===== src/bhf_defines.svh =====
`ifndef BHF_DEFINES_SVH
`define BHF_DEFINES_SVH

// ----------------------------------------------------------------------
// Register byte offsets
// ----------------------------------------------------------------------
`define BHF_OFF_CTRL    12'h000
`define BHF_OFF_PARAM   12'h004
`define BHF_OFF_ADDR_LO 12'h008
`define BHF_OFF_ADDR_HI 12'h00C
`define BHF_OFF_LOC_LO  12'h010
`define BHF_OFF_LOC_HI  12'h014
`define BHF_OFF_MAP_LO  12'h018
`define BHF_OFF_MAP_HI  12'h01C
`define BHF_OFF_STATUS  12'h020

// ----------------------------------------------------------------------
// Control register fields
// ----------------------------------------------------------------------
`define BHF_CTRL_GO       0
`define BHF_CTRL_START    1
`define BHF_CTRL_PERIODIC 2
`define BHF_CTRL_NACK     3

// ----------------------------------------------------------------------
// Header layout and encodings
// ----------------------------------------------------------------------
`define BHF_HDR_OCTETS  5'd22
`define BHF_FRAME_VER   3'h0
`define BHF_ST_SUCCESS             8'h00
`define BHF_ST_ATTRIBUTE_NOT_FOUND 8'h01
`define BHF_ST_COMPLETE            8'h02
`define BHF_ST_INVALID_PARAMETER   8'h03
`define BHF_ST_RX_ON               8'h04
`define BHF_ST_TRX_OFF             8'h05
`define BHF_ST_TX_BUSY             8'h06
`define BHF_ST_TX_ON               8'h07
`define BHF_ST_NACK                8'h08
`define BHF_WIDTH_RSVD  2'h3

`endif


===== src/bhf_pkg.sv =====
package bhf_pkg;
  typedef enum logic [1:0] {
    BHF_IDLE = 2'b00,
    BHF_SEND = 2'b01,
    BHF_CONF = 2'b10
  } bhf_state_e;
  typedef logic [7:0] bhf_octet_t;
endpackage : bhf_pkg


===== src/bhf_framer.sv =====
// What this block does
// - Each start/stop request ends with a confirm: success when done, error otherwise; one written while a request is open is dropped with no confirm.
// - Secondary device request that met a negative acknowledge confirms with NACK status.
// - Status codes use the fixed table 0x00 to 0x08.
// - Bit 0 of each field is least significant; leftmost field goes first.
// - Multi-octet fields go out lowest-numbered octet first.
// - Reserved bits are sent as zero and ignored when read back.
// - Header order: param1, address 6, location 8, param2, param3, map 5.
// - Param1: version bits 0-2, priority 3-5, height bit 6, rank bit 7.
// - Frame version is always sent as zero.
// - Priority is a plain number, 7 highest, 0 lowest.
// - Height flag set when the antenna is above 30 metres.
// - Rank flag set for a primary beacon device, clear for secondary.
// - Param2: width bits 0-1, cease bit 2, reserved 3-6, keep-out bit 7.
// - Width codes 0,1,2 for 6,7,8 MHz; code 3 is reserved.
// - Cease flag set only when the unit plans to stop transmitting.
// - Keep-out flag set when the protected radius exceeds 500 m.
// - Param3: indoor flag bit 0, occupancy hours bits 1-7.
// - Indoor flag one for indoor antenna; reset default zero (outdoors).
// - Occupancy hours value zero means indeterminate duration.
// - Start true begins single or periodic beaconing; start false stops it.
// - Map bit 0 chooses channel list (0) or subchannel list (1).
//
// Implementation choices: the AHB-Lite interface to the registers and the placing of the registers.
`timescale 1ns/1ps
`include "bhf_defines.svh"
module bhf_framer (
  // Clock and reset
  input  wire logic        ref_clk,
  input  wire logic        rstn,
  // AHB-Lite slave
  input  wire logic        hsel,
  input  wire logic [11:0] haddr,
  input  wire logic [1:0]  htrans,
  input  wire logic        hwrite,
  input  wire logic [2:0]  hsize,
  input  wire logic [31:0] hwdata,
  input  wire logic        hready,
  output logic      [31:0] hrdata,
  output logic             hreadyout,
  output logic             hresp,
  // Octet stream to the PHY
  output logic             phy_valid,
  output bhf_pkg::bhf_octet_t phy_data,
  output logic             phy_first,
  output logic             phy_last,
  input  wire logic        phy_ready,
  // Confirm towards management
  output logic             cnf_valid,
  output logic      [7:0]  cnf_status,
  output logic             beaconing
);
  import bhf_pkg::*;

  // ----------------------------------------------------------------------
  // Bus address phase capture
  // ----------------------------------------------------------------------
  logic        wr_pend;
  logic        rd_pend;
  logic [11:0] a_addr;
  bhf_state_e  state;
  logic [31:0] param;
  logic [47:0] src_addr;
  logic [63:0] location;
  logic [39:0] chan_map;
  logic        req_start;
  logic        req_periodic;
  logic        req_nack;
  logic        busy_flag;
  logic [7:0]  last_status;
  logic [4:0]  idx;
  logic [175:0] hdr;
  bhf_octet_t  hdr_oct [0:21];
  logic [7:0]  next_octet;
  logic        go_wr;

  // Zero-wait slave: every access completes in its data phase
  always_ff @(posedge ref_clk or negedge rstn) begin
    if (!rstn) begin
      wr_pend <= 1'b0;
      rd_pend <= 1'b0;
      a_addr  <= 12'h000;
    end else if (hready) begin
      wr_pend <= hsel & htrans[1] & hwrite;
      rd_pend <= hsel & htrans[1] & ~hwrite;
      a_addr  <= haddr;
    end
  end

  always_ff @(posedge ref_clk or negedge rstn) begin
    if (!rstn) begin
      hreadyout <= 1'b0;
      hresp     <= 1'b0;
    end else begin
      hreadyout <= 1'b1;
      hresp     <= 1'b0;
    end
  end

  // A write to control while a request is open is dropped, not queued
  assign go_wr = wr_pend && (a_addr == `BHF_OFF_CTRL) && hwdata[`BHF_CTRL_GO];

  // ----------------------------------------------------------------------
  // Field registers
  // ----------------------------------------------------------------------
  // Reserved bits are cleared on write so they can never leak out
  always_ff @(posedge ref_clk or negedge rstn) begin
    if (!rstn) begin
      param    <= 32'h0000_0000;
      src_addr <= 48'h0;
      location <= 64'h0;
      chan_map <= 40'h0;
    end else if (wr_pend) begin
      unique case (a_addr)
        `BHF_OFF_PARAM: begin
          param[2:0]   <= `BHF_FRAME_VER;
          param[5:3]   <= hwdata[5:3];
          param[7:6]   <= hwdata[7:6];
          param[9:8]   <= hwdata[9:8];
          param[10]    <= hwdata[10];
          param[14:11] <= 4'h0;
          param[15]    <= hwdata[15];
          param[23:16] <= hwdata[23:16];
          param[31:24] <= 8'h00;
        end
        `BHF_OFF_ADDR_LO: src_addr[31:0]  <= hwdata;
        `BHF_OFF_ADDR_HI: src_addr[47:32] <= hwdata[15:0];
        `BHF_OFF_LOC_LO:  location[31:0]  <= hwdata;
        `BHF_OFF_LOC_HI:  location[63:32] <= hwdata;
        `BHF_OFF_MAP_LO:  chan_map[31:0]  <= hwdata;
        `BHF_OFF_MAP_HI:  chan_map[39:32] <= hwdata[7:0];
        default: ;
      endcase
    end
  end

  // ----------------------------------------------------------------------
  // Request capture
  // ----------------------------------------------------------------------
  always_ff @(posedge ref_clk or negedge rstn) begin
    if (!rstn) begin
      req_start    <= 1'b0;
      req_periodic <= 1'b0;
      req_nack     <= 1'b0;
    end else if (go_wr && state == BHF_IDLE) begin
      req_start    <= hwdata[`BHF_CTRL_START];
      req_periodic <= hwdata[`BHF_CTRL_PERIODIC] & hwdata[`BHF_CTRL_START];
      req_nack     <= hwdata[`BHF_CTRL_NACK];
    end
  end

  // ----------------------------------------------------------------------
  // Header image, field order and bit order
  // ----------------------------------------------------------------------
  // Octet n sits at bits 8n+7..8n; bit 0 of each field is its LSB
  assign hdr = {chan_map, param[23:16], param[15:8], location,
                src_addr, param[7:0]};

  // One tap per header octet, so the sequencer only has to pick by index
  for (genvar g = 0; g < `BHF_HDR_OCTETS; g++) begin : g_oct
    assign hdr_oct[g] = hdr[8*g +: 8];
  end
  assign next_octet = (idx < `BHF_HDR_OCTETS) ? hdr_oct[idx] : 8'h00;

  // ----------------------------------------------------------------------
  // Sequencer
  // ----------------------------------------------------------------------
  // Reserved width code or a refused frame gives an error confirm
  always_ff @(posedge ref_clk or negedge rstn) begin
    if (!rstn) begin
      state       <= BHF_IDLE;
      idx         <= 5'd0;
      phy_valid   <= 1'b0;
      phy_data    <= 8'h00;
      phy_first   <= 1'b0;
      phy_last    <= 1'b0;
      cnf_valid   <= 1'b0;
      cnf_status  <= `BHF_ST_SUCCESS;
      last_status <= `BHF_ST_SUCCESS;
      beaconing   <= 1'b0;
      busy_flag   <= 1'b0;
    end else begin
      cnf_valid <= 1'b0;
      unique case (state)
        BHF_IDLE: begin
          if (go_wr) begin
            busy_flag <= 1'b1;
            // Refusals are decided here, so no octet of a refused frame leaves
            if (!hwdata[`BHF_CTRL_START]) begin
              beaconing <= 1'b0;
              state     <= BHF_CONF;
            end else if (param[9:8] == `BHF_WIDTH_RSVD) begin
              state <= BHF_CONF;
            end else if (hwdata[`BHF_CTRL_NACK] && !param[7]) begin
              state <= BHF_CONF;
            end else begin
              idx       <= 5'd0;
              state     <= BHF_SEND;
            end
          end
        end
        BHF_SEND: begin
          // An octet stands until taken; a slow PHY only stretches the frame
          if (!phy_valid || phy_ready) begin
            if (idx == `BHF_HDR_OCTETS) begin
              phy_valid <= 1'b0;
              phy_last  <= 1'b0;
              beaconing <= req_periodic;
              state     <= BHF_CONF;
            end else begin
              phy_valid <= 1'b1;
              phy_data  <= next_octet;
              phy_first <= (idx == 5'd0);
              phy_last  <= (idx == `BHF_HDR_OCTETS - 5'd1);
              idx       <= idx + 5'd1;
            end
          end
        end
        BHF_CONF: begin
          cnf_valid <= 1'b1;
          busy_flag <= 1'b0;
          state     <= BHF_IDLE;
          if (!req_start) begin
            cnf_status  <= `BHF_ST_SUCCESS;
            last_status <= `BHF_ST_SUCCESS;
          end else if (param[9:8] == `BHF_WIDTH_RSVD) begin
            cnf_status  <= `BHF_ST_INVALID_PARAMETER;
            last_status <= `BHF_ST_INVALID_PARAMETER;
          end else if (req_nack && !param[7]) begin
            cnf_status  <= `BHF_ST_NACK;
            last_status <= `BHF_ST_NACK;
          end else begin
            cnf_status  <= `BHF_ST_SUCCESS;
            last_status <= `BHF_ST_SUCCESS;
          end
        end
        default: state <= BHF_IDLE;
      endcase
    end
  end

  // ----------------------------------------------------------------------
  // Read mux
  // ----------------------------------------------------------------------
  // Registered at the address phase, so the word stands for the data phase
  always_ff @(posedge ref_clk or negedge rstn) begin
    if (!rstn) begin
      hrdata <= 32'h0000_0000;
    end else if (hsel && htrans[1] && !hwrite && hready) begin
      unique case (haddr)
        `BHF_OFF_PARAM:   hrdata <= param;
        `BHF_OFF_ADDR_LO: hrdata <= src_addr[31:0];
        `BHF_OFF_ADDR_HI: hrdata <= {16'h0000, src_addr[47:32]};
        `BHF_OFF_LOC_LO:  hrdata <= location[31:0];
        `BHF_OFF_LOC_HI:  hrdata <= location[63:32];
        `BHF_OFF_MAP_LO:  hrdata <= chan_map[31:0];
        `BHF_OFF_MAP_HI:  hrdata <= {24'h000000, chan_map[39:32]};
        `BHF_OFF_STATUS:  hrdata <= {22'h0, beaconing, busy_flag, last_status};
        default:          hrdata <= 32'h0000_0000;
      endcase
    end
  end

  // ----------------------------------------------------------------------
  // Checks
  // ----------------------------------------------------------------------
  // A confirm is a one-cycle pulse
  one_confirm_a: assert property (
    @(posedge ref_clk) disable iff (!rstn)
    cnf_valid |=> !cnf_valid
  ) else $error("confirm longer than one cycle");

  // Parameter 1 leads the frame
  order_first_a: assert property (
    @(posedge ref_clk) disable iff (!rstn)
    phy_valid && phy_first |-> phy_data == param[7:0]
  ) else $error("first octet not param1");

  // The version leaves as zero, whatever software wrote
  ver_zero_a: assert property (
    @(posedge ref_clk) disable iff (!rstn)
    phy_valid && phy_first |-> phy_data[2:0] == `BHF_FRAME_VER
  ) else $error("frame version not zero");

  // Parameter 2 is on the wire while idx already points past it
  rsvd_zero_a: assert property (
    @(posedge ref_clk) disable iff (!rstn)
    phy_valid && idx == 5'd16 |-> phy_data[6:3] == 4'h0
  ) else $error("reserved bits set");

  // Width, cease and keep-out sit in their places
  par2_layout_a: assert property (
    @(posedge ref_clk) disable iff (!rstn)
    phy_valid && idx == 5'd16 |-> phy_data == {param[15], 4'h0, param[10:8]}
  ) else $error("param2 layout wrong");

  // Indoor flag and occupancy hours follow parameter 2
  par3_layout_a: assert property (
    @(posedge ref_clk) disable iff (!rstn)
    phy_valid && idx == 5'd17 |-> phy_data == param[23:16]
  ) else $error("param3 layout wrong");

  // The map mode bit is the first bit of the first map octet
  map_mode_a: assert property (
    @(posedge ref_clk) disable iff (!rstn)
    phy_valid && idx == 5'd18 |-> phy_data[0] == chan_map[0]
  ) else $error("map mode bit misplaced");

  // The frame ends with the top octet of the map
  last_map_a: assert property (
    @(posedge ref_clk) disable iff (!rstn)
    phy_valid && phy_last |-> phy_data == chan_map[39:32]
  ) else $error("last octet not map top");

  // A stalled octet stands, so none is skipped or reordered
  stall_hold_a: assert property (
    @(posedge ref_clk) disable iff (!rstn)
    phy_valid && !phy_ready |=> phy_valid && $stable(phy_data)
  ) else $error("octet moved while stalled");

  // Nothing reaches the PHY outside a frame
  idle_quiet_a: assert property (
    @(posedge ref_clk) disable iff (!rstn)
    state != BHF_SEND |-> !phy_valid
  ) else $error("octet outside a frame");

  // A refused secondary request reports the negative acknowledge
  nack_stat_a: assert property (
    @(posedge ref_clk) disable iff (!rstn)
    state == BHF_CONF && req_start && req_nack && !param[7] &&
    param[9:8] != `BHF_WIDTH_RSVD |=> cnf_valid && cnf_status == `BHF_ST_NACK
  ) else $error("nack not reported");

  // A stop always succeeds
  stop_ok_a: assert property (
    @(posedge ref_clk) disable iff (!rstn)
    state == BHF_CONF && !req_start |=> cnf_valid && !beaconing && cnf_status == 8'h00
  ) else $error("stop not confirmed");

  // A stop ends beaconing at once and sends nothing
  stop_clear_a: assert property (
    @(posedge ref_clk) disable iff (!rstn)
    state == BHF_IDLE && go_wr && !hwdata[`BHF_CTRL_START] |=> state == BHF_CONF && !beaconing
  ) else $error("stop did not clear beaconing");

  // Only a periodic start leaves beaconing on
  beacon_rise_a: assert property (
    @(posedge ref_clk) disable iff (!rstn)
    $rose(beaconing) |-> req_start && req_periodic
  ) else $error("beaconing without periodic start");

  // Only codes this block can produce
  status_rng_a: assert property (
    @(posedge ref_clk) disable iff (!rstn)
    cnf_valid |-> cnf_status inside {8'h00, 8'h03, 8'h08}
  ) else $error("bad status code");

  // The reserved width code is an invalid parameter
  width_rsvd_a: assert property (
    @(posedge ref_clk) disable iff (!rstn)
    state == BHF_CONF && req_start && param[9:8] == 2'h3 |=> cnf_status == 8'h03
  ) else $error("reserved width accepted");

  // Busy is seen by software exactly while a request is open
  busy_track_a: assert property (
    @(posedge ref_clk) disable iff (!rstn)
    busy_flag == (state != BHF_IDLE)
  ) else $error("busy flag out of step");

  // A go while busy leaves the open request untouched
  refuse_busy_a: assert property (
    @(posedge ref_clk) disable iff (!rstn)
    go_wr && state != BHF_IDLE |=> $stable(req_start) && $stable(req_periodic) && $stable(req_nack)
  ) else $error("request taken while busy");
endmodule : bhf_framer


===== config.mk =====
export PLATFORM = sky130hd
export DESIGN_NAME = bhf_framer
export DESIGN_NICKNAME = d
export VERILOG_FILES = /design/src/bhf_pkg.sv /design/src/bhf_framer.sv
export VERILOG_INCLUDE_DIRS = /design/src
export SDC_FILE = /design/constraint.sdc
export NUM_CORES = 1
export LEC_CHECK = 0
export BUFFER_PORTS_ARGS = -buffer_cell sky130_fd_sc_hd__buf_2
export CORE_MARGIN = 3
export CORE_UTILIZATION = 35
export DETAILED_ROUTE_END_ITERATION = 6
export SYNTH_ARGS = -nofsm -noshare
export SYNTH_HDL_FRONTEND = slang
export SYNTH_SLANG_ARGS = --single-unit

===== constraint.sdc =====
create_clock -name ref_clk -period 3.1 [get_ports ref_clk]
set_clock_uncertainty 0.2 [all_clocks]
set_input_delay 0.155 -clock ref_clk [delete_from_list [all_inputs] [get_ports ref_clk]]
set_output_delay 0.155 -clock ref_clk [all_outputs]
set_load 0.1 [all_outputs]

Word level (Yosys, flattened, before mapping)

Index checks and enable logic that the tools add are counted.

Register bits: 247
Output and inout port bits: 55
Word-level logic and storage cells: 122
Input port bits: 55

Equal/unequal tests: 28
Muxes and demuxes: 32
$lt $le $gt $ge: 2
$add $sub $neg: 1
Reductions and logical operators: 30
Bitwise gates (word level): 5

Operators by type and width:

| kind                                                     | count |
|---|---|
| case mux 32 bit (8 select lines)                         | 1 |
| == test 12 x 5 -> 1 bit, second input constant           | 8 |
| == test 12 x 4 -> 1 bit, second input constant           | 4 |
| binary-select mux 8 bit (select 5 bit)                   | 1 |
| 2-to-1 mux 5 bit                                         | 6 |
| == test 12 x 3 -> 1 bit, second input constant           | 2 |
| 2-to-1 mux 8 bit                                         | 3 |
| AND reduction 2 bit                                      | 9 |
| inequality test 2 bit, second input constant             | 8 |
| == test 12 x 6 -> 1 bit, second input constant           | 1 |
| logical NOT 12 bit                                       | 1 |
| 2-to-1 mux 2 bit                                         | 6 |
| 2-to-1 mux 4 bit                                         | 3 |
| == test 5 bit, second input constant                     | 2 |
| case mux 5 bit (2 select lines)                          | 1 |
| logical AND 1 bit                                        | 8 |
| 2-to-1 mux 1 bit                                         | 8 |
| AND reduction 7 bit                                      | 1 |
| greater-or-equal comparator 6 bit, second input constant | 1 |
| inverter 5 -> 6 bit                                      | 1 |
| AND reduction 3 bit                                      | 2 |
| adder 5 x 1 -> 5 bit, second input constant              | 1 |
| logical NOT 5 bit                                        | 1 |
| < comparator 5 bit, second input constant                | 1 |
| 11 further kinds                                         | 18 |

Longest topological paths before layout

Depth in word-level cells: 7
Depth in mapped cells: 12
Depth with buffers taken out: 7

Least setup slack after synthesis

Ideal clock, no wire load.

Path type: reg-to-reg
From: register idx[0]
To: register phy_data[4]
Required time: 2.818 ns
Buffers on the path: 4
Path slack: 0.418 ns
Clock period less this slack: 2.682 ns
Stages on the path, launching flop included: 12
Data arrival time: 2.400 ns
Setup time: 0.082 ns
Path through: dfrtp_1 clkbuf_1 buf_2 buf_2 buf_2 inv_1 ha_1 nand4b_1 nand3_1 a21oi_1 a21boi_0 a31oi_1

Longest elaborated chain between the ends: 5
Elaborated cells between the ends (all ways): 9
Those cells by class: order compare: 1; eq/ne: 1; mux: 4; bitwise: 2; reduce/logical: 1

Ends and longest elaborated chain:

| item                                                 | RTL line          | source |
|---|---|---|
| from (decl)                                          | bhf_framer.sv:71  | `logic [4:0] idx;` |
| from (signal assigned)                               | bhf_framer.sv:215 | `idx <= idx + 5'd1;` |
| inverter 5 -> 6 bit (not written as such)            | bhf_framer.sv:163 | `` assign next_octet = (idx < `BHF_HDR_OCTETS) ? hdr_oct[idx] : 8'h00; `` |
| binary-select mux 8 bit (select 5 bit)               | bhf_framer.sv:163 |  |
| 2-to-1 mux 8 bit (not written as such) (2 in series) | bhf_framer.sv:163 |  |
| 2-to-1 mux 8 bit                                     | bhf_framer.sv:163 |  |
| to (signal assigned)                                 | bhf_framer.sv:212 | `phy_data <= next_octet;` |
| to (decl)                                            | bhf_framer.sv:44  | `output bhf_pkg::bhf_octet_t phy_data,` |

Several ways; a longest one is shown, not always the timed one. The select of a mux whose other input is x is not followed.
A chain may end at the register's enable or synchronous reset.

Final worst setup path

From: input haddr[11]
To: register hrdata[0]

Longest elaborated chain between the ends: 2
Elaborated cells between the ends (all ways): 9
Those cells by class: eq/ne: 8; mux: 1

Ends and longest elaborated chain:

| item                                            | RTL line          | source |
|---|---|---|
| from (decl)                                     | bhf_framer.sv:33  | `input wire logic [11:0] haddr,` |
| == test 12 x 6 -> 1 bit (tied with other cells) | bhf_framer.sv:250 | `unique case (haddr)` |
| case mux 32 bit (8 select lines) *              | bhf_framer.sv:250 |  |
| to (signal assigned)                            | bhf_framer.sv:251 | `` `BHF_OFF_PARAM: hrdata <= param; `` |
| to (signal assigned)                            | bhf_framer.sv:252 | `` `BHF_OFF_ADDR_LO: hrdata <= src_addr[31:0]; `` |
| to (signal assigned)                            | bhf_framer.sv:253 | `` `BHF_OFF_ADDR_HI: hrdata <= {16'h0000, src_addr[47:32]}; `` |
| to (decl)                                       | bhf_framer.sv:39  | `output logic [31:0] hrdata,` |

Every way passes the cells marked *; elsewhere a longest branch is shown, timed or not.

==> impl_summary.txt <==
----------------------------------------------------
[Yosys]
  Most common library cells after synthesis ... 241 x sky130_fd_sc_hd__dfrtp_1, 187 x sky130_fd_sc_hd__mux2_2, 78 x sky130_fd_sc_hd__nand2_1
  Synth Area in Compound Gates ... 0.112
  Ranking of synthesized cells by area ... sky130_fd_sc_hd__dfrtp_1 50%, sky130_fd_sc_hd__mux2_2 17%, sky130_fd_sc_hd__mux4_2 5.2%
  Largest family of logic cells by synthesized area ... multiplexers
  Xor/xnor cell area share of the yosys netlist ... 0.000721
  Fraction of registers with async set or reset after synthesis ... 1.00
  Number of standard cells after synthesis ... 963
  Synth cell types ... 67
  #FFs+latches synth ... 241
  Post-synthesis mux area share ... 0.272
  Synth top area share ... 0.496
  Proportion of synthesized chip area in sequential cells ... 0.496
  Number of warnings reported in the yosys synthesis log ... 0
  Post-synth design cell area ... 12,200 µm²
  Adder-Cell Fraction of Synth Area ... 0.00412
  Post-synth EDFFs ... 0
  Simple-Gate Fraction of Synth Area ... 0.0795
  Most numerous cell in the Yosys netlist ... sky130_fd_sc_hd__dfrtp_1
  Mean post-synth cell area ... 12.6 µm²
  Synth area leader ... sky130_fd_sc_hd__dfrtp_1
  Primary flip-flop cell chosen by synthesis mapping ... sky130_fd_sc_hd__dfrtp_1

[Floorplan]
  I/O pin count ... 110
  Die area ... 37,000 µm²
  Die Height ... 192 µm
  Core ar. ... 33,900 µm²
  Core Rows ... 67
  Initial cell density of the core ... 0.359
  Die width ... 192 µm

[Final layout]
  Area used by sequential logic in the layout ... 6030 µm²
  Layout cells sized above 1 ... 0.372
  Multi-input logic area ... 5740 µm²
  Final net count ... 1,187
  Number of antenna diodes ... 0
  Area growth syn-to-layout ... 21.9%
  Filler cell count in the final layout ... 3,197

[Worst setup path]
  Element type at the critical path start ... primary input
  Worst-path cell chain ... dlygate4sd3_1, buf_2, or4_1, nor3_1, nand3_1, dlygate4sd3_1, o21ai_0
  Crit path arrival time ... 2930 ps
  Required time reported for the critical path endpoint ... 3350 ps
  Most frequent cell on the critical path ... sky130_fd_sc_hd__dlygate4sd3_1
  Reg-to-reg slack, setup ... 570 ps
  Largest stage delay on the critical path ... 820 ps
  Category of the worst setup path capture point ... flop
  Critical path startpoint ... haddr[11]
  Crit Path Max Fanout ... 7
  Launching point of the worst reg2reg path ... a_addr[8]$_DFFE_PN0P_
  Setup Crit Path Kind ... primary input to flop
  Slowest stage cell on the critical path ... sky130_fd_sc_hd__or4_1

[Global route]
  Routing layer with the top usage in global route ... met2
  Pin count of the biggest net entering global routing ... 87
  Number of global-route vias before repair ... 9,191
  GR met1 Demand/Resource ... 0.306
  Overall overflow remaining after global route ... 0
  All-layer global routing usage ... 0.209
  Initial antenna violation count ... 0
  Met2 demand-to-capacity share in global routing ... 0.318
  Wire length of the first global-routing pass ... 58,400 µm
  Met3 Resource Use GR ... 0.0411

[STA]
  Period utilization ... 0.863
  Total count of max-transition violations in the final report ... 0
  Tmin final ... 2680 ps
  Headroom to the max-slew limit ... 0.258
  Count of endpoints failing hold in the final timing report ... 0
  Number of endpoints failing setup at the final stage ... 0
  Worst Max-Slew Pin Slew ... 1110 ps
  Maximum clock rate ... 374 MHz
  Total negative setup slack ... 0 ps
  Setup repair after global routing missed its margin ... false

[Route]
  DRC violation total after the first TritonRoute iteration ... 716
  Remaining design rule violation count ... 0
  WL/cell ... 24.1 µm
  Final WL ... 38,400 µm
  Pre-Repair DR Iteration Count ... 5
  Routed vias/inst ... 5.64
  Via count ... 8,984
  Antenna violation net count after detailed routing ... 0

[Pwr]
  Total power consumption of the routed design ... 7.58 mW
  Worst ir drop on vdd ... 0.000386 V
  Static power due to leakage ... 6.46 nW
  Pwr/cell area ... 511 nW/µm²

[Clock tree]
  TritonCTS clock tree ... built
  Number of sinks on the clock net ... 241
  Num CTS Buffers ... 25
  Post-CTS clock slew at the launch and capture registers of the worst setup and hold paths ... 60 ps
  Count of instances resized after the clock tree is built ... 0
  Worst-skew pair later-pin latency ... 520 ps
  Root Buffer ... sky130_fd_sc_hd__clkbuf_16
  CTS max path bufs ... 3
  Count of H-tree levels built during CTS ... 1

[Job]
  Maximum capacitance violations ... 0

[Worst hold path]
  Worst hold path type ... primary input to async pin

[Run status]
  Run status ... finished, final reports clean

[Placement]
  # port buffers ... 99
  Total half-perimeter wirelength after legalization and detailed placement ... 25,900 µm
  Global placer's final weighted congestion ... 0.881

----------------------------------------------------
[registers in the layout, indices dropped and copies added (netlist names), 5 cells and up]
signal	cells
hrdata	32
phy_data	8
chan_map	40
a_addr	12
location	64
src_addr	48
param	17
idx	5
[cell type report]
class	count	area share
sequential	241	0.407
clock inverter	5	0.00844
timing repair buffer	204	0.103
clock buffer	39	0.0539
inverter	12	0.00304
multi-input combinational	644	0.387
tap	448	0.0378
[report_power, final]
group	internal, mW	switching, mW
clock network	2.09	1.25
registers	3.25	0.0957
logic	0.377	0.514
[routing by layer]
layer  vias to the layer above  share of wire
met5                         -              0
met4                         0          0.024
met3                        53          0.075
met2                       334           0.44
met1                      4634           0.46
li1                       3963              -
[layout by cell type (no fill, tap or decap), types with 19 or more instances in the layout]
master                          Yosys  layout
sky130_fd_sc_hd__dfrtp_1          241     240
sky130_fd_sc_hd__mux2_2           187     187
sky130_fd_sc_hd__buf_2             20      98
sky130_fd_sc_hd__nand2_1           78      78
sky130_fd_sc_hd__dlygate4sd3_1      0      60
sky130_fd_sc_hd__mux2i_1           54      54
sky130_fd_sc_hd__buf_4              9      39
sky130_fd_sc_hd__o21ai_0           30      30
sky130_fd_sc_hd__mux4_2            28      28
sky130_fd_sc_hd__clkbuf_16          0      25
sky130_fd_sc_hd__a22oi_1           19      19
[through the flow]
step	hold WS, ps	cell area [µm²]	utilization	cells	worst slack, ps
after floorplan	-341	12200	-	968	418
after global placement	16.7	13300	0.393	1489	609
after detailed placement	25.0	13300	0.393	1489	574
after CTS	1.79	14800	0.438	1593	415
after global routing	34.3	14800	0.438	1593	246
final	1.24	14800	0.438	1593	424
[cell families (layout without fill, tap and decap cells)]
family	after synthesis	after routing
AO/OA/AOI/OAI	183	183
adder cells (fa/ha/maj)	4	4
multiplexers	271	271
XOR/XNOR	1	1
other	2	7
AND/OR/NAND/NOR	178	178
buffers and inverters	83	260
flip-flops	241	241
[critical path, delay by kind of cell]
| family | cells | cell delay, ps |
|---|---|---|
| buffers and inverters | 3 | 1250 |
| AO/OA/AOI/OAI | 1 | 150 |
| AND/OR/NAND/NOR | 3 | 1370 |
[path summary, 6_finish.rpt]
kind / to / cells after the start
max in group asynchronous: a_addr[0]$_DFFE_PN0P_ / 3
worst max-delay path: hrdata[0]$_DFFE_PN0P_ / 7
min in group ref_clk: hrdata[1]$_DFFE_PN0P_ / 4
worst max register to register: location[34]$_DFFE_PN0P_ / 4
worst min-delay path: hreadyout$_DFF_PN0_ / 2
worst min register to register: hrdata[6]$_DFFE_PN0P_ / 2
[repair_timing]
action / 4_1_cts / 5_1_grt
endpoints found under the hold margin: 316 / 0
hold buffers: 60 / 0
setup buffers: 0 / 0
No activity file was read; power rests on OpenSTA's default activity.
